--- config.mk ---
export PLATFORM = sky130hd
export DESIGN_NAME = crm_pfc_switch_sequencer
export DESIGN_NICKNAME = d
export VERILOG_FILES = /design/src/verilog/pfc_seq_pkg.sv /design/src/verilog/crm_pfc_switch_sequencer.sv /design/src/verilog/hyst_flag.sv /design/src/verilog/interval_timer.sv
export VERILOG_INCLUDE_DIRS = /design/src /design/src/verilog
export SDC_FILE = /design/constraint.sdc
export NUM_CORES = 1
export LEC_CHECK = 0
export ABC_AREA = 0
export BUFFER_PORTS_ARGS = -buffer_cell sky130_fd_sc_hd__buf_2
export CAP_MARGIN = 0
export CORE_MARGIN = 2
export CORE_UTILIZATION = 38
export DETAILED_ROUTE_END_ITERATION = 6
export GPL_TIMING_DRIVEN = 0
export PLACE_DENSITY = 0.63
export SLEW_MARGIN = 20
export SYNTH_ARGS = -nofsm -noshare
export SYNTH_HDL_FRONTEND = slang
export SYNTH_HIERARCHICAL = 1
export SYNTH_SLANG_ARGS = --single-unit
--- constraint.sdc ---
create_clock -name clock_i -period 6.3 [get_ports clock_i]
set_input_delay 1.89 -clock clock_i [delete_from_list [all_inputs] [get_ports clock_i]]
set_output_delay 1.89 -clock clock_i [all_outputs]
set_load 0.02 [all_outputs]
--- src/verilog/pfc_seq_cfg.svh ---
// Timing counts and field constants for the switching sequencer
`ifndef PFC_SEQ_CFG_SVH
`define PFC_SEQ_CFG_SVH
`define CLK_PERIOD_NS      10
`define RESTART_TIME_NS    150000
`define RESTART_CYCLES     (`RESTART_TIME_NS / `CLK_PERIOD_NS)
`define BLANK_TIME_NS      3300
`define BLANK_CYCLES       (`BLANK_TIME_NS / `CLK_PERIOD_NS)
`define SOFT_TIME_MS       5
`define SOFT_CYCLES        (`SOFT_TIME_MS * 100000)
`define HANDOVER_TIME_MS   30
`define HANDOVER_CYCLES    (`HANDOVER_TIME_MS * 100000)
`define SOFT_STEPS         16
`define REF_W              4
`define RAMP_W             8
`define TIMER_W            24
`endif

--- src/verilog/pfc_seq_pkg.sv ---
// Types shared by the switching sequencer
package pfc_seq_pkg;
    typedef enum logic [1:0] {
        ST_IDLE,
        ST_ON,
        ST_OFF
    } sw_state_t;
    typedef enum logic [1:0] {
        CT_OFF,
        CT_SOFT,
        CT_PROP,
        CT_HANDOVER
    } ctl_state_t;
endpackage : pfc_seq_pkg
--- src/verilog/crm_pfc_switch_sequencer.sv ---
// Gate sequencer, soft-start, handover and ready flag
`timescale 1ns/1ps
`default_nettype none
`include "pfc_seq_cfg.svh"
// Functional notes
// - Ready rises above 2.24 V, falls below 2.051 V
// - No ready before supply first reaches start
// - Ready held after switching stops while above
// - Ready forced low when supply below 5 V
// - Ready is open drain, floats below 2 V
// - Zero-current comparator: 1.5 V rise, 1.4 V fall
// - On-period starts at comparator falling edge
// - Forced turn-on after 150 us off
// - Ignore zero-current edges within 3.3 us
// - On-period ends when ramp meets error level
// - Error level clamped; below 1.0 V no switching
// - Reference stepped up over 5 ms
// - Proportional start, 30 ms handover to compensator
// - Run above 12 V until 8.5 V
// - Overvoltage stops gate, 0.175 V hysteresis
module crm_pfc_switch_sequencer
    import pfc_seq_pkg::*;
#(
    parameter logic [23:0] RESTART_CYCLES  = 24'(`RESTART_CYCLES),
    parameter logic [23:0] SOFT_CYCLES     = 24'(`SOFT_CYCLES),
    parameter logic [23:0] HANDOVER_CYCLES = 24'(`HANDOVER_CYCLES)
) (
    input  wire logic                 clock_i,
    input  wire logic                 resetn_i,
    input  wire logic                 vcc_above_start_i,
    input  wire logic                 vcc_below_stop_i,
    input  wire logic                 vcc_below_5v_i,
    input  wire logic                 vcc_above_2v_i,
    input  wire logic                 fb_above_ready_i,
    input  wire logic                 fb_below_release_i,
    input  wire logic                 fb_above_ovp_i,
    input  wire logic                 fb_below_ovp_release_i,
    input  wire logic                 zcs_above_high_i,
    input  wire logic                 zcs_below_low_i,
    input  wire logic                 comp_below_min_i,
    input  wire logic                 output_at_rated_i,
    input  wire logic [`RAMP_W-1:0]   comp_level_i,
    output var  logic                 gate_o,
    output var  logic                 ready_out_o,
    output var  logic                 ready_oe_o,
    output var  logic [`REF_W-1:0]    reference_step_o,
    output var  logic                 external_loop_o,
    output var  logic                 running_o
);
    logic zcs_cmp;
    logic zcs_cmp_d;
    logic next_zcs_cmp_d;
    logic ovp;
    logic ready_hyst;
    logic restart_done;
    logic blank_done;
    logic zcs_fall;
    sw_state_t  sw_state;
    sw_state_t  next_sw_state;
    ctl_state_t ctl_state;
    ctl_state_t next_ctl_state;
    logic                 run;
    logic                 next_run;
    logic                 started;
    logic                 next_started;
    logic [`RAMP_W-1:0]   ramp;
    logic [`RAMP_W-1:0]   next_ramp;
    logic [23:0]          ctl_count;
    logic [23:0]          next_ctl_count;
    logic [`REF_W-1:0]    next_reference_step;
    logic                 next_gate;
    logic                 next_ready;
    logic                 next_oe;
    logic                 next_external;
    logic                 turn_on;

    // Zero-current comparator with its own hysteresis
    hyst_flag u_zcs (
        .clock_i      (clock_i),
        .resetn_i     (resetn_i),
        .above_high_i (zcs_above_high_i),
        .below_low_i  (zcs_below_low_i),
        .flag_o       (zcs_cmp)
    );
    hyst_flag u_ovp (
        .clock_i      (clock_i),
        .resetn_i     (resetn_i),
        .above_high_i (fb_above_ovp_i),
        .below_low_i  (fb_below_ovp_release_i),
        .flag_o       (ovp)
    );
    hyst_flag u_ready (
        .clock_i      (clock_i),
        .resetn_i     (resetn_i),
        .above_high_i (fb_above_ready_i),
        .below_low_i  (fb_below_release_i),
        .flag_o       (ready_hyst)
    );
    interval_timer #(.COUNT(RESTART_CYCLES)) u_restart (
        .clock_i  (clock_i),
        .resetn_i (resetn_i),
        .start_i  (sw_state == ST_ON),
        .done_o   (restart_done)
    );
    // Armed from the first on cycle, not from next_gate, so no loop via turn_on
    interval_timer #(.COUNT(24'(`BLANK_CYCLES))) u_blank (
        .clock_i  (clock_i),
        .resetn_i (resetn_i),
        .start_i  ((sw_state == ST_ON) && (ramp == '0)),
        .done_o   (blank_done)
    );

    assign zcs_fall = zcs_cmp_d && !zcs_cmp;

    // Supply lockout and first-start memory
    always_comb begin
        next_run     = run;
        next_started = started;
        if (vcc_above_start_i) begin
            next_run     = 1'b1;
            next_started = 1'b1;
        end else if (vcc_below_stop_i) begin
            next_run = 1'b0;
        end
        if (vcc_below_5v_i) begin
            next_started = 1'b0;
        end
    end

    // Switching sequence; ramp stands in for the sawtooth
    always_comb begin
        next_sw_state  = sw_state;
        next_ramp      = ramp;
        next_zcs_cmp_d = zcs_cmp;
        turn_on        = 1'b0;
        case (sw_state)
            ST_IDLE: begin
                if (run && !ovp && !comp_below_min_i) begin
                    next_sw_state = ST_OFF;
                end
            end
            ST_ON: begin
                next_ramp = ramp + `RAMP_W'(1);
                // Clamped level at full scale gives the longest on-time
                if (ramp >= comp_level_i || ramp == {`RAMP_W{1'b1}}) begin
                    next_sw_state = ST_OFF;
                end
            end
            ST_OFF: begin
                next_ramp = '0;
                turn_on   = (zcs_fall && blank_done) || restart_done;
                if (turn_on) begin
                    next_sw_state = ST_ON;
                end
            end
            default: begin
                next_sw_state = ST_IDLE;
            end
        endcase
        // Stop wins over everything, gate drops at once
        if (!run || ovp || comp_below_min_i) begin
            next_sw_state = ST_IDLE;
            next_ramp     = '0;
        end
    end

    // Soft-start staircase and startup controller handover
    always_comb begin
        next_ctl_state      = ctl_state;
        next_ctl_count      = ctl_count;
        next_reference_step = reference_step_o;
        next_external       = external_loop_o;
        case (ctl_state)
            CT_OFF: begin
                next_reference_step = '0;
                next_external       = 1'b0;
                if (run) begin
                    next_ctl_state = CT_SOFT;
                    next_ctl_count = '0;
                end
            end
            CT_SOFT: begin
                // One step every SOFT_CYCLES/16, so the full ramp takes 5 ms
                next_ctl_count = ctl_count + 24'h000001;
                if (ctl_count >= (SOFT_CYCLES >> 4) - 24'h000001) begin
                    next_ctl_count = '0;
                    if (reference_step_o == {`REF_W{1'b1}}) begin
                        next_ctl_state = CT_PROP;
                    end else begin
                        next_reference_step = reference_step_o + `REF_W'(1);
                    end
                end
            end
            CT_PROP: begin
                if (output_at_rated_i) begin
                    next_ctl_state = CT_HANDOVER;
                    next_ctl_count = '0;
                end
            end
            CT_HANDOVER: begin
                next_ctl_count = ctl_count + 24'h000001;
                if (ctl_count >= HANDOVER_CYCLES - 24'h000001) begin
                    next_external = 1'b1;
                end
            end
            default: begin
                next_ctl_state = CT_OFF;
            end
        endcase
        if (!run) begin
            next_ctl_state = CT_OFF;
        end
    end

    // Outputs; ready pin drives low (oe high) only when not ready
    always_comb begin
        next_gate  = (next_sw_state == ST_ON);
        next_ready = started && ready_hyst && !vcc_below_5v_i;
        next_oe    = vcc_above_2v_i && !next_ready;
    end

    always_ff @(posedge clock_i or negedge resetn_i) begin
        if (!resetn_i) begin
            sw_state         <= ST_IDLE;
            ctl_state        <= CT_OFF;
            run              <= 1'b0;
            started          <= 1'b0;
            ramp             <= '0;
            ctl_count        <= '0;
            zcs_cmp_d        <= 1'b0;
            gate_o           <= 1'b0;
            ready_out_o      <= 1'b0;
            ready_oe_o       <= 1'b0;
            reference_step_o <= '0;
            external_loop_o  <= 1'b0;
            running_o        <= 1'b0;
        end else begin
            sw_state         <= next_sw_state;
            ctl_state        <= next_ctl_state;
            run              <= next_run;
            started          <= next_started;
            ramp             <= next_ramp;
            ctl_count        <= next_ctl_count;
            zcs_cmp_d        <= next_zcs_cmp_d;
            gate_o           <= next_gate;
            ready_out_o      <= 1'b0;
            ready_oe_o       <= next_oe;
            reference_step_o <= next_reference_step;
            external_loop_o  <= next_external;
            running_o        <= next_run;
        end
    end
endmodule : crm_pfc_switch_sequencer
`default_nettype wire

--- src/verilog/hyst_flag.sv ---
// Hysteresis flag from an upper and a lower comparator decision
`timescale 1ns/1ps
`default_nettype none
module hyst_flag (
    input  wire logic clock_i,
    input  wire logic resetn_i,
    input  wire logic above_high_i,
    input  wire logic below_low_i,
    output var  logic flag_o
);
    logic next_flag;
    always_comb begin
        next_flag = flag_o;
        if (above_high_i) begin
            next_flag = 1'b1;
        end else if (below_low_i) begin
            next_flag = 1'b0;
        end
    end
    always_ff @(posedge clock_i or negedge resetn_i) begin
        if (!resetn_i) begin
            flag_o <= 1'b0;
        end else begin
            flag_o <= next_flag;
        end
    end
endmodule : hyst_flag
`default_nettype wire

--- src/verilog/interval_timer.sv ---
// Restartable down counter that flags when its interval has elapsed
`timescale 1ns/1ps
`default_nettype none
module interval_timer #(
    parameter logic [23:0] COUNT = 24'h000001
) (
    input  wire logic clock_i,
    input  wire logic resetn_i,
    input  wire logic start_i,
    output var  logic done_o
);
    logic [23:0] count;
    logic [23:0] next_count;
    always_comb begin
        next_count = count;
        if (start_i) begin
            next_count = COUNT;
        end else if (count != 24'h000000) begin
            next_count = count - 24'h000001;
        end
    end
    always_ff @(posedge clock_i or negedge resetn_i) begin
        if (!resetn_i) begin
            count <= 24'h000000;
        end else begin
            count <= next_count;
        end
    end
    assign done_o = (count == 24'h000000) && !start_i;
endmodule : interval_timer
`default_nettype wire

==> run summary <==
Worst Setup End Kind - flip-flop
Worst path max stage delay - 0.73 ns
Rows - 45
Setup Fix Bufs, Post-CTS - 0
Setup TNS - 0 ns
WL final - 12.4 mm
Setup crit start kind - input port
Setup CP Type - input port to flip-flop
Worst skew pair latency - 0.35 ns
Seq/Total Area, Yosys - 41.3%
Initial drt markers - 284
CTS sink cnt - 97
FF-to-FF path depth - 12
Mean routed wirelength per cell - 14.7 um
Largest net degree at the start of global routing - 55
Max VDD drop - 0.131 mV
Syn_area_per_cell - 9.63 um2
Height of the die - 128 um
Yosys top cell by area - dfrtp_1
DRC violations left - 0
Full die area - 0.0165 mm2
Mapped Area - 0.00588 mm2
Design area - 0.00654 mm2
Max-Cap Viols - 0
Worst Tran Pin Value - 0.834 ns
Wl on met1 - 5.73 mm
Antenna violations before repair - 0
Outcome - completed
CP Launch Point - comp_below_min_i
Met2 WL post-DR - 6.06 mm
CTS H-tree lvls - 3
Via Count - 4,530
Period utilisation layout - 49.9%
Netlist cell types - 72
Final setup viols - 0
FF-to-FF Start - ramp[0]
Max Slew Vio Count - 0
CP Data Arrival Time - 3.38 ns
Post-synth ARST share - 100%
Reg2reg setup slack - 3.47 ns
Core box area - 0.0151 mm2
Root buffer cell - clkbuf_16
Hold crit path type - flip-flop to flip-flop
First-pass DRT Iterations - 4
First-pass GRT wire length - 21.6 mm
Post-Synthesis Cells - 610
Final Power - 2.32 mW
I/O pin count - 31
Share of the synthesized area in the top cell type - 41.3%
Clock slew at reported path FFs - 0.06 ns
Layout cells sized above 1 - 16.8%
Vias in the first global route - 4,559
DR vias/cell - 5.38
Port bufs - 29
Crit path max-delay cell type - nor3_1
Routed met3 length - 340 um
Crit path to - ramp[5]
Hold buffers post-CTS - 0
#FFs+latches synth - 97
Layout Skew - 0.00450 ns
Num CTS Buffers - 9
Syn Nets - 654
Die Width - 128 um
Synth area leaders - dfrtp_1 (41%), nor2_1 (5.0%), ha_1 (4.7%), xor2_1 (3.7%), o21ai_0 (3.0%)
GR Overflow Total - 0
CTS max path bufs - 2
Achievable frequency - 318 MHz
Clock period minus worst slack - 3.14 ns
Max FO, Critical Path - 8
Pleak - 2.81 nW
Most used DFF post-synth - dfrtp_1
Number of synthesized flops with an enable pin - 0
Post-CTS sizing - 0
Total global-route track usage - 16.1%
Initial Utilization - 38.8%
Hpwl dp - 8.84 mm
Nets - 695
Most common cell after layout, fill and taps aside - dfrtp_1
Slew margin rel. - 44.0%
Yosys warns - 6
CTS tree - done
Reg-to-Reg End - sw_state[0]
Antenna-violating nets left - 0
Hold path depth - 0
Pwr Density - 355 mW/mm2
Top layer in use - met4
Placed cell area - 0.00629 mm2
RePlAce Congestion - 0.800
Unrepaired setup endpoints after global routing - no
Most frequent cells in the layout - dfrtp_1 (97), nor2_1 (79), nand2_1 (44)
CP required - 6.54 ns
Final Hold Fails - 0
Area delta synth->final - 11.3%
Ant diodes - 0
Worst path cell trace - buf_2, nor2_1, nand2_1, nor3_1, o21ai_0, o41ai_1
-- worst min-delay path by stage --
| stage | to | start |
|---|---|---|
| detailed placement | zcs_cmp_d | u_zcs/flag_o |
| floorplan | zcs_cmp_d | u_zcs/flag_o |
| CTS | zcs_cmp_d | u_zcs/flag_o |
| global placement | zcs_cmp_d | u_zcs/flag_o |
| finish | zcs_cmp_d | u_zcs/flag_o |
| global route | zcs_cmp_d | u_zcs/flag_o |
-- routing by layer --
| layer | up-vias | track usage [%] |
|---|---|---|
| met1 | 2223 | 20.5 |
| met4 | 0 | 6.40 |
| met2 | 54 | 27.2 |
| met3 | 17 | 3.08 |
| li1 | 2236 | - |
| met5 | - | 0 |
-- power breakdown --
group          total [mW]  switching (mW)  internal [mW]
registers           0.956           0.186          0.770
logic               0.876           0.491          0.385
clock network       0.492           0.231          0.261
total                2.32           0.908           1.42
-- sequential cells by signal, indices dropped and copies added, names as in the netlist, 2 cells and up --
name              flops
u_blank/count        24
ctl_state             2
reference_step_o      4
sw_state              2
ctl_count            24
u_restart/count      24
ramp                  8
-- synthesized netlist by cell type (4+ instances only) --
cell type,count
nand3_1,30
clkbuf_1,7
nand2b_1,4
nor2_1,79
o31ai_1,8
a21o_1,6
a21oi_1,24
nor2b_1,24
mux2_2,4
nor4_2,5
inv_1,29
nand2_1,44
or3_1,11
buf_6,5
nand4_1,12
or2_2,4
nor4_1,6
nor4_4,8
xor2_1,25
and3_1,6
dfrtp_1,97
o21ai_0,35
xnor2_1,6
nor3_1,14
mux2i_1,4
or4_1,5
ha_1,22
mux2_4,10
buf_2,6
-- through the flow --
stage,worst slack [ns],util (%),std cells,hold slack [ns]
after detailed placement,2.80,41.5,828,0.427
after global placement,2.28,41.3,827,0.420
final,3.16,43.2,842,0.430
after floorplan,3.20,-,610,0.375
after global routing,3.00,43.2,842,0.456
after CTS,3.17,43.2,842,0.440
-- layout make-up --
type,instances,area [um2]
clock buffers,10,229
well taps,188,235
fillers,1469,8600
flip-flops and latches,97,2430
clock inverters,4,22.5
plain buffers,23,155
repair buffers,30,179
inverters,29,109
multi-input cells,461,3190
-- cells by family after synthesis --
kind of cell	share of synthesized area, %
DFF	41.3
other	0.0638
buffers and inverters	4.49
adders and majority gates	4.68
muxes	4.19
and+or+nand+nor	28.3
xor gates and xnor gates	4.62
AOI/OAI and AO/OA	12.3
-- worst max-delay path: cells and delay by family --
kind | cells | cell delay, ns
simple gates | 3 | 1.09
buf+inv | 1 | 0.09
compound gates | 2 | 0.30
Note: power is estimated with default switching activity, not from simulation.
